<file path="src/verilog/ccpgt_pkg.sv">
// ccpgt_pkg: constants for the capture/compare unit general purpose timer
package ccpgt_pkg;
  localparam int          CNT_W         = 16;
  localparam int          SRC_W         = 32;
  // register byte offsets
  localparam logic [7:0]  OFS_CTRL_LO   = 8'h00;
  localparam logic [7:0]  OFS_CTRL_HI   = 8'h04;
  localparam logic [7:0]  OFS_STAT_LO   = 8'h08;
  localparam logic [7:0]  OFS_PRI_CNT   = 8'h0C;
  localparam logic [7:0]  OFS_SEC_CNT   = 8'h10;
  localparam logic [7:0]  OFS_PRI_PRD   = 8'h14;
  localparam logic [7:0]  OFS_SEC_PRD   = 8'h18;
  localparam logic [7:0]  OFS_IRQ_STS   = 8'h1C;
  localparam logic [7:0]  OFS_IRQ_CLR   = 8'h20;
  localparam logic [7:0]  OFS_IRQ_EN    = 8'h24;
  // unit_control_low fields
  localparam int          CL_MODE_LSB   = 0;
  localparam int          CL_CAPTURE_COMPARE_SELECT_BIT  = 4;
  localparam int          CL_WIDE_BIT   = 5;
  localparam int          CL_TB_LSB     = 8;
  localparam int          CL_ON_BIT     = 15;
  // unit_control_high fields
  localparam int          CH_SYNC_LSB   = 0;
  localparam int          CH_TRIG_BIT   = 7;
  // unit_status_low fields
  localparam int          ST_TRIGGER_CLEAR_REQUEST_BIT  = 5;
  localparam int          ST_ARMED_BIT  = 7;
  // interrupt status bits
  localparam int          IRQ_N         = 3;
  localparam int          IRQ_PRI_MATCH = 0;
  localparam int          IRQ_CMP_EVT   = 1;
  localparam int          IRQ_TRIG      = 2;
  // codes and reset values
  localparam logic [3:0]  MODE_TIMER    = 4'h0;
  localparam logic [4:0]  SYNC_OFF      = 5'h00;
  localparam logic [2:0]  TB_SYSCLK     = 3'h0;
  localparam logic [15:0] CNT_RST       = 16'h0000;
  localparam logic [15:0] CNT_ALL1      = 16'hFFFF;
endpackage : ccpgt_pkg

</file>
<file path="src/verilog/ccpgt_cnt_if.sv">
// ccpgt_cnt_if: control and status of one 16-bit counter half
`timescale 1ns/1ps
`default_nettype none
interface ccpgt_cnt_if;
  logic        tick;
  logic        clr;
  logic        load;
  logic [15:0] ld_val;
  logic        use_prd;
  logic [15:0] period;
  logic [15:0] count;
  logic        at_match;
  logic        carry;
  modport ctl (output tick, clr, load, ld_val, use_prd, period,
               input count, at_match, carry);
  modport cnt (input tick, clr, load, ld_val, use_prd, period,
               output count, at_match, carry);
endinterface : ccpgt_cnt_if
`default_nettype wire

</file>
<file path="src/verilog/ccpgt_counter.sv">
// ccpgt_counter: one 16-bit counter half with period compare
`timescale 1ns/1ps
`default_nettype none
module ccpgt_counter
  import ccpgt_pkg::*;
(
  // clock and reset
  input  wire logic sys_clk,
  input  wire logic rst_n,
  // control from the timer core
  ccpgt_cnt_if.cnt  cif
);
  typedef struct packed {
    logic [15:0] count;
  } ccpgt_cnt_st_t;

  ccpgt_cnt_st_t st_q;
  ccpgt_cnt_st_t st_d;

  assign cif.count    = st_q.count;
  assign cif.at_match = cif.tick & cif.use_prd & (st_q.count == cif.period);
  assign cif.carry    = cif.tick & (st_q.count == CNT_ALL1);

  always_comb
  begin
    st_d = st_q;
    // clear outranks a load so a held timer never leaves zero
    if (cif.clr)
      st_d.count = CNT_RST;
    else if (cif.load)
      st_d.count = cif.ld_val;
    else if (cif.at_match)
      st_d.count = CNT_RST;
    else if (cif.tick)
      st_d.count = st_q.count + 16'h0001;
  end

  always_ff @(posedge sys_clk or negedge rst_n)
  begin
    if (!rst_n)
      st_q <= '{count: 16'h0000};
    else
      st_q <= st_d;
  end
endmodule : ccpgt_counter
`default_nettype wire

</file>
<file path="src/verilog/ccpgt_sync_sel.sv">
// ccpgt_sync_sel: picks the sync/trigger source and flags its assertion
`timescale 1ns/1ps
`default_nettype none
module ccpgt_sync_sel
  import ccpgt_pkg::*;
(
  // clock and reset
  input  wire logic             sys_clk,
  input  wire logic             rst_n,
  // source vector and selection
  input  wire logic [SRC_W-1:0] src,
  input  wire logic [4:0]       sel,
  // one-cycle pulse on assertion of the chosen source
  output logic                  evt
);
  typedef struct packed {
    logic prev;
  } ccpgt_sel_st_t;

  ccpgt_sel_st_t st_q;
  ccpgt_sel_st_t st_d;
  logic          lvl;

  // code zero is off; edge detection keeps a long level from re-firing
  assign lvl = (sel != SYNC_OFF) & src[sel];
  assign evt = lvl & ~st_q.prev;

  always_comb
  begin
    st_d      = st_q;
    st_d.prev = lvl;
  end

  always_ff @(posedge sys_clk or negedge rst_n)
  begin
    if (!rst_n)
      st_q <= '{prev: 1'b0};
    else
      st_q <= st_d;
  end
endmodule : ccpgt_sync_sel
`default_nettype wire

</file>
<file path="src/verilog/ccpgt_timer.sv">
// ccpgt_timer: general purpose timer core with APB registers and interrupt
`timescale 1ns/1ps
`default_nettype none
module ccpgt_timer
  import ccpgt_pkg::*;
(
  // clock and reset
  input  wire logic             sys_clk,
  input  wire logic             rst_n,
  // apb slave
  input  wire logic             psel,
  input  wire logic             penable,
  input  wire logic             pwrite,
  input  wire logic [7:0]       paddr,
  input  wire logic [31:0]      pwdata,
  output logic                  pready,
  output logic                  pslverr,
  output logic [31:0]           prdata,
  // time-base tick enables, index = time_base_select, 0 is sys_clk
  input  wire logic [7:1]       tb_tick,
  // sync/trigger sources from peer units
  input  wire logic [SRC_W-1:0] sync_src,
  // outputs to peers and interrupt controller
  output logic                  sync_out,
  output logic                  compare_event_flag,
  output logic                  irq
);
  typedef struct packed {
    logic              unit_on;
    logic [2:0]        time_base_select;
    logic              capture_compare_select;
    logic              wide_counter_select;
    logic [3:0]        operating_mode_field;
    logic              trigger_operation_select;
    logic [4:0]        sync_select;
    logic [15:0]       primary_period_reg;
    logic [15:0]       secondary_period_reg;
    logic              trigger_armed_status;
    logic [IRQ_N-1:0]  irq_sts;
    logic [IRQ_N-1:0]  irq_en;
    logic [31:0]       rdata;
    logic              sync_out;
    logic              cmp_evt;
  } ccpgt_state_t;

  localparam ccpgt_state_t ST_RST = '0;

  ccpgt_state_t st_q;
  ccpgt_state_t st_d;

  ccpgt_cnt_if  pri_if ();
  ccpgt_cnt_if  sec_if ();

  logic         setup_ph;
  logic         wr_acc;
  logic         addr_ok;
  logic         mode_ok;
  logic         base_tick;
  logic         sync_evt;
  logic         trig_clr;
  logic         hold;
  logic         sync_clr;
  logic         match32;
  logic [7:0]   tick_vec;
  logic [IRQ_N-1:0] irq_set;
  logic [IRQ_N-1:0] irq_clr;

  // submodules
  ccpgt_counter u_pri (
    .sys_clk (sys_clk),
    .rst_n   (rst_n),
    .cif     (pri_if)
  );

  ccpgt_counter u_sec (
    .sys_clk (sys_clk),
    .rst_n   (rst_n),
    .cif     (sec_if)
  );

  ccpgt_sync_sel u_sel (
    .sys_clk (sys_clk),
    .rst_n   (rst_n),
    .src     (sync_src),
    .sel     (st_q.sync_select),
    .evt     (sync_evt)
  );

  // apb decode: read data is captured in setup, so access never waits
  assign setup_ph = psel & ~penable;
  assign wr_acc   = psel & penable & pwrite & addr_ok;
  assign pready   = psel & penable;
  assign pslverr  = psel & penable & ~addr_ok;
  assign prdata   = st_q.rdata;

  always_comb
  begin
    case (paddr)
      OFS_CTRL_LO, OFS_CTRL_HI, OFS_STAT_LO, OFS_PRI_CNT, OFS_SEC_CNT,
      OFS_PRI_PRD, OFS_SEC_PRD, OFS_IRQ_STS, OFS_IRQ_CLR, OFS_IRQ_EN:
        addr_ok = 1'b1;
      default:
        addr_ok = 1'b0;
    endcase
  end

  // mode qualification and time base
  assign mode_ok = st_q.unit_on & ~st_q.capture_compare_select
                 & (st_q.operating_mode_field == MODE_TIMER);
  assign tick_vec  = {tb_tick, 1'b1};
  // trigger mode presumes the sys_clk time base; others still tick here
  assign base_tick = mode_ok & tick_vec[st_q.time_base_select];

  // sync and trigger control
  assign trig_clr = wr_acc & (paddr == OFS_STAT_LO) & pwdata[ST_TRIGGER_CLEAR_REQUEST_BIT];
  // armed timer keeps running; unarmed one is held at zero
  assign hold     = ~mode_ok
                  | (st_q.trigger_operation_select
                     & ~st_q.trigger_armed_status);
  // source 11111 is software's to avoid; hardware treats it like any other
  assign sync_clr = ~st_q.trigger_operation_select & sync_evt;

  // 32-bit period match across both halves
  assign match32  = st_q.wide_counter_select & base_tick & ~hold
                  & (pri_if.count == st_q.primary_period_reg)
                  & (sec_if.count == st_q.secondary_period_reg);

  // primary half
  always_comb
  begin
    pri_if.tick    = base_tick & ~hold;
    pri_if.use_prd = ~st_q.wide_counter_select;
    pri_if.period  = st_q.primary_period_reg;
    pri_if.clr     = hold | sync_clr | trig_clr | match32;
    pri_if.load    = wr_acc & (paddr == OFS_PRI_CNT);
    pri_if.ld_val  = pwdata[15:0];
  end

  // secondary half: free periodic source in dual, upper word in 32-bit
  always_comb
  begin
    if (st_q.wide_counter_select)
    begin
      sec_if.tick = pri_if.carry;
      sec_if.clr  = hold | sync_clr | trig_clr | match32;
    end
    else
    begin
      sec_if.tick = base_tick;
      sec_if.clr  = ~mode_ok;
    end
    sec_if.use_prd = ~st_q.wide_counter_select;
    sec_if.period  = st_q.secondary_period_reg;
    sec_if.load    = wr_acc & (paddr == OFS_SEC_CNT);
    sec_if.ld_val  = pwdata[15:0];
  end

  // interrupt events
  always_comb
  begin
    irq_set                = '0;
    irq_set[IRQ_PRI_MATCH] = pri_if.at_match | match32;
    irq_set[IRQ_CMP_EVT]   = sec_if.at_match | match32;
    irq_set[IRQ_TRIG]      = st_q.trigger_operation_select & mode_ok
                           & sync_evt & ~st_q.trigger_armed_status;
    irq_clr = (wr_acc && paddr == OFS_IRQ_CLR) ? pwdata[IRQ_N-1:0] : '0;
  end

  assign irq                = |(st_q.irq_sts & st_q.irq_en);
  assign sync_out           = st_q.sync_out;
  assign compare_event_flag = st_q.cmp_evt;

  // state update
  always_comb
  begin
    st_d = st_q;
    // register writes
    if (wr_acc)
    begin
      case (paddr)
        OFS_CTRL_LO:
        begin
          st_d.unit_on                = pwdata[CL_ON_BIT];
          st_d.time_base_select       = pwdata[CL_TB_LSB +: 3];
          st_d.capture_compare_select = pwdata[CL_CAPTURE_COMPARE_SELECT_BIT];
          st_d.wide_counter_select    = pwdata[CL_WIDE_BIT];
          st_d.operating_mode_field   = pwdata[CL_MODE_LSB +: 4];
        end
        OFS_CTRL_HI:
        begin
          st_d.trigger_operation_select = pwdata[CH_TRIG_BIT];
          st_d.sync_select              = pwdata[CH_SYNC_LSB +: 5];
        end
        OFS_PRI_PRD:
          st_d.primary_period_reg = pwdata[15:0];
        OFS_SEC_PRD:
          st_d.secondary_period_reg = pwdata[15:0];
        OFS_IRQ_EN:
          st_d.irq_en = pwdata[IRQ_N-1:0];
        default:
          st_d.rdata = st_q.rdata;
      endcase
    end
    // trigger armed status: an arriving trigger wins over a clear request
    if (trig_clr)
      st_d.trigger_armed_status = 1'b0;
    if (irq_set[IRQ_TRIG])
      st_d.trigger_armed_status = 1'b1;
    // sticky interrupt status, set wins over clear
    st_d.irq_sts = (st_q.irq_sts & ~irq_clr) | irq_set;
    // peer outputs: in dual, sync out from the primary side and compare event from the secondary; in 32-bit, both from match32
    st_d.sync_out = pri_if.at_match | match32;
    st_d.cmp_evt  = sec_if.at_match | match32;
    // read data captured in the setup phase
    if (setup_ph && !pwrite)
    begin
      case (paddr)
        OFS_CTRL_LO:
        begin
          st_d.rdata                        = '0;
          st_d.rdata[CL_ON_BIT]             = st_q.unit_on;
          st_d.rdata[CL_TB_LSB +: 3]        = st_q.time_base_select;
          st_d.rdata[CL_CAPTURE_COMPARE_SELECT_BIT]          = st_q.capture_compare_select;
          st_d.rdata[CL_WIDE_BIT]           = st_q.wide_counter_select;
          st_d.rdata[CL_MODE_LSB +: 4]      = st_q.operating_mode_field;
        end
        OFS_CTRL_HI:
        begin
          st_d.rdata                        = '0;
          st_d.rdata[CH_TRIG_BIT]           = st_q.trigger_operation_select;
          st_d.rdata[CH_SYNC_LSB +: 5]      = st_q.sync_select;
        end
        OFS_STAT_LO:
        begin
          st_d.rdata                        = '0;
          st_d.rdata[ST_ARMED_BIT]          = st_q.trigger_armed_status;
        end
        OFS_PRI_CNT:
          st_d.rdata = {16'h0000, pri_if.count};
        OFS_SEC_CNT:
          st_d.rdata = {16'h0000, sec_if.count};
        OFS_PRI_PRD:
          st_d.rdata = {16'h0000, st_q.primary_period_reg};
        OFS_SEC_PRD:
          st_d.rdata = {16'h0000, st_q.secondary_period_reg};
        OFS_IRQ_STS:
          st_d.rdata = {29'h0000000, st_q.irq_sts};
        OFS_IRQ_EN:
          st_d.rdata = {29'h0000000, st_q.irq_en};
        default:
          st_d.rdata = 32'h00000000;
      endcase
    end
  end

  always_ff @(posedge sys_clk or negedge rst_n)
  begin
    if (!rst_n)
      st_q <= ST_RST;
    else
      st_q <= st_d;
  end
endmodule : ccpgt_timer
`default_nettype wire
</file>
<file path="config.mk">
export PLATFORM = sky130hd
export DESIGN_NAME = ccpgt_timer
export DESIGN_NICKNAME = d
export VERILOG_FILES = /design/src/verilog/ccpgt_pkg.sv /design/src/verilog/ccpgt_cnt_if.sv /design/src/verilog/ccpgt_counter.sv /design/src/verilog/ccpgt_sync_sel.sv /design/src/verilog/ccpgt_timer.sv
export SDC_FILE = /design/constraint.sdc
export NUM_CORES = 1
export LEC_CHECK = 0
export BUFFER_PORTS_ARGS = -buffer_cell sky130_fd_sc_hd__buf_2
export CAP_MARGIN = 20
export CORE_AREA = 2 2 136 138
export CTS_CLUSTER_DIAMETER = 40
export CTS_CLUSTER_SIZE = 8
export DETAILED_ROUTE_END_ITERATION = 8
export DIE_AREA = 0 0 138 140
export REMOVE_ABC_BUFFERS = 1
export SKIP_LAST_GASP = 1
export SYNTH_ARGS = -nofsm -noshare
export SYNTH_HDL_FRONTEND = slang
export SYNTH_HIERARCHICAL = 1
export SYNTH_SLANG_ARGS = --single-unit
export TNS_END_PERCENT = 30
</file>
<file path="constraint.sdc">
create_clock -name sys_clk -period 9 [get_ports sys_clk]
set_input_delay 0 -clock sys_clk [delete_from_list [all_inputs] [get_ports sys_clk]]
set_output_delay 0 -clock sys_clk [all_outputs]
set_load 0.02 [all_outputs]
</file>
==> summary.md <==
| Metric | Value |
|---|---|
| Hold buffers post-CTS | 16 |
| Setup Buffers After CTS | 0 |
| Switching Share | 0.221 |
| Pre-CTS WS | around 4.8 ns |
| Maximum VDD drop | 0.0868 mV |
| P per Cell Area | approximately 130 nW/um2 |
| Tmin final | 4.26 ns |
| Routed WL per cell | ~20 um |
| Final Setup Violations | 0 |
| Post-CTS Resized | 0 |
| Clk root buf | clkbuf_16 |
| R2R cell count | 13 |
| Crit end category | flop |
| TNS Setup | 0 ns |
| Worst hold slack | roughly 0.026 ns |
| Share of layout cells above drive strength 1 | 0.215 |
| Period utilization | 0.473 |
| Vert. Die Dim | 140 um |
| Port buffer count | between 80 and 90 |
| Core area | ~18000 um2 |
| Clock Pin Slew Worst Setup and Hold Paths | around 0.070 ns |
| Post-DR vias/cell | about 5.6 |
| Worst-Margin Slew | 0.961 ns |
| Total gr overflow | 0 |
| Antenna Diode Count | 0 |
| Max-slew violations | 0 |
| Vias in the first global route | roughly 5400 |
| DR iter-0 viols | 500 |
| Routed vias | about 5600 |
| Core Util, Final | 0.446 |
| Syn_area_per_cell | around 10 um2 |
| Residual DRC count | 0 |
| Net switching power | roughly 220 uW |
| DRT Pass-1 Iters | 5 |
| Worst-case clock buffer depth | 2 |
| Pint | approximately 800 uW |
| Layout area overhead | 12.2% |
| Critical Path RT | between 9 and 10 ns |
| Reg power frac | 0.474 |
| Die Area | around 19000 um2 |
| WHS Path Cells | 2 |
| Total chip power | approximately 1000 uW |
| CTS buffer count | 9 |
| Relative slew slack | 0.358 |
| CP Class | reg2reg |
| Synthesized area | 7060 um2 |
| First-pass GRT wire length | approximately 32000 um |
| Worst-skew pair later-pin latency | 0.36 ns |
| Initial core utilization | 0.397 |
| Die Span X | between 100 and 150 um |
| Routed wire length | roughly 20000 um |
| Type of the worst min-delay path | in2reg |
| Leak | approximately 0.0036 uW |
| Combinational share of power | 0.061 |
| Hold Fails Final Rpt | 0 |
| ANT nets after route | 0 |
| Initial antenna violation count | 0 |
| Status | complete, no violations |
| Final estimated routing congestion in global placement | 0.900 |
| Final HPWL DP | around 14000 um |
| All-layer global routing usage | 0.209 |
| Max-Cap Viols | 0 |
| Clk_skew | roughly 0.0074 ns |
| Syn. warnings | 6 |
| Fill cells | roughly 1800 |
| Clock share of power | 0.465 |
| Gate Count Post-Synth | 697 |
| Rows | 49 |
| CTS Sinks | approximately 110 |
| Worst-path fanout max | 18 |
| RSZ-0062 raised after global routing | no |
| CTS tree | done |
| Nets | 850 |
| Largest net degree at the start of global routing | 67 |
| CP startpoint kind | flop |
| H-tree Lvls | 3 |
| CP Data Arrival Time | around 4.5 ns |
| I/O Pins | about 120 |
| Fmax achieved | about 230 MHz |
| Setup ws final | 4.74 ns |
-- through the flow --
| step | instance area (um2) | cells |
|---|---|---|
| floorplan | 6610 | 642 |
| global placement | 7390 | 965 |
| detailed placement | 7390 | 965 |
| CTS | 7900 | 997 |
| global route | 7930 | 998 |
| finish | 7930 | 998 |
-- power groups by stage --
stage | combinational, uW | clock (uW) | sequential, uW
floorplan | 17.1 | 0 | 486
global placement | 56.5 | 0 | 486
detailed placement | 56.8 | 0 | 486
CTS | 62.2 | 481 | 477
global route | 67.8 | 500 | 477
finish | 61.5 | 468 | 477
-- per-layer routing --
metal / global-route usage / vias up / wire length (um)
li1: - / 2618 / -
met1: 0.287 / 2736 / 8930
met2: 0.340 / 194 / 9570
met3: 0.0359 / 22 / 1130
met4: 0.0623 / 0 / 393
met5: 0 / - / 0
-- critical path, stage by stage (launching register included) --
cell and delay [ns]:
dfrtp_1 0.47, mux2i_1 0.15, mux4_2 0.57, nor3_4 0.53, nand4_2 0.25, nor3_2 0.33
and3_1 0.23, nand2_1 0.06, o31ai_1 0.07, buf_4 0.25, nand4_1 0.19, nor3_4 0.74
or3_1 0.22, a21oi_1 0.06
-- area by class of cell --
| type | count | area, um2 | area share |
|---|---|---|---|
| inverters | 12 | 45.0 | 0.00568 |
| clock inverters | 5 | 100 | 0.0126 |
| repair buffers | 111 | 678 | 0.0856 |
| multi-input cells | 524 | 3910 | 0.493 |
| flip-flops and latches | 106 | 2650 | 0.335 |
| well taps | 229 | 287 | 0.0361 |
| clock buffers | 11 | 253 | 0.0319 |
-- cell usage in the layout, fill, tap and decap left out, drive strengths merged, types with 11 or more instances in the layout --
cell	count
inv	12
dfrtp	106
clkbuf	11
a22oi	11
conb	16
nand2	75
or3	30
nand4	25
mux2i	13
o21ai	15
nand3	14
xor2	45
nor2	16
xnor2	47
nor3	16
mux2	51
dlygate4sd3	16
a21oi	39
buf	95
-- sequential cells by signal, summed over array words and instances, names as in the netlist --
| signal | count |
|---|---|
| compare_event_flag | 1 |
| prdata | 16 |
| pri_if.period | 16 |
| sec_if.period | 16 |
| st_q | 23 |
| sync_out | 1 |
| u_pri/cif.count | 16 |
| u_sec/cif.count | 16 |
| u_sel/st_q | 1 |
-- path summary, 6_finish.rpt --
kind                            slack (ns)                        endpoint                   start
worst max-delay path                  4.74  u_sec/cif.count[9]$_DFFE_PN0P_    st_q[85]$_DFFE_PN0P_
worst min-delay path                  0.03            st_q[82]$_DFFE_PN0P_               pwdata[3]
worst max register to register        4.74  u_sec/cif.count[9]$_DFFE_PN0P_    st_q[85]$_DFFE_PN0P_
worst min register to register        0.47          prdata[10]$_DFFE_PN0P_  prdata[10]$_DFFE_PN0P_
max in group asynchronous             7.57            st_q[85]$_DFFE_PN0P_                   rst_n
min in group asynchronous             0.18  u_sec/cif.count[3]$_DFFE_PN0P_                   rst_n
No activity file was read; power rests on OpenSTA's default activity.
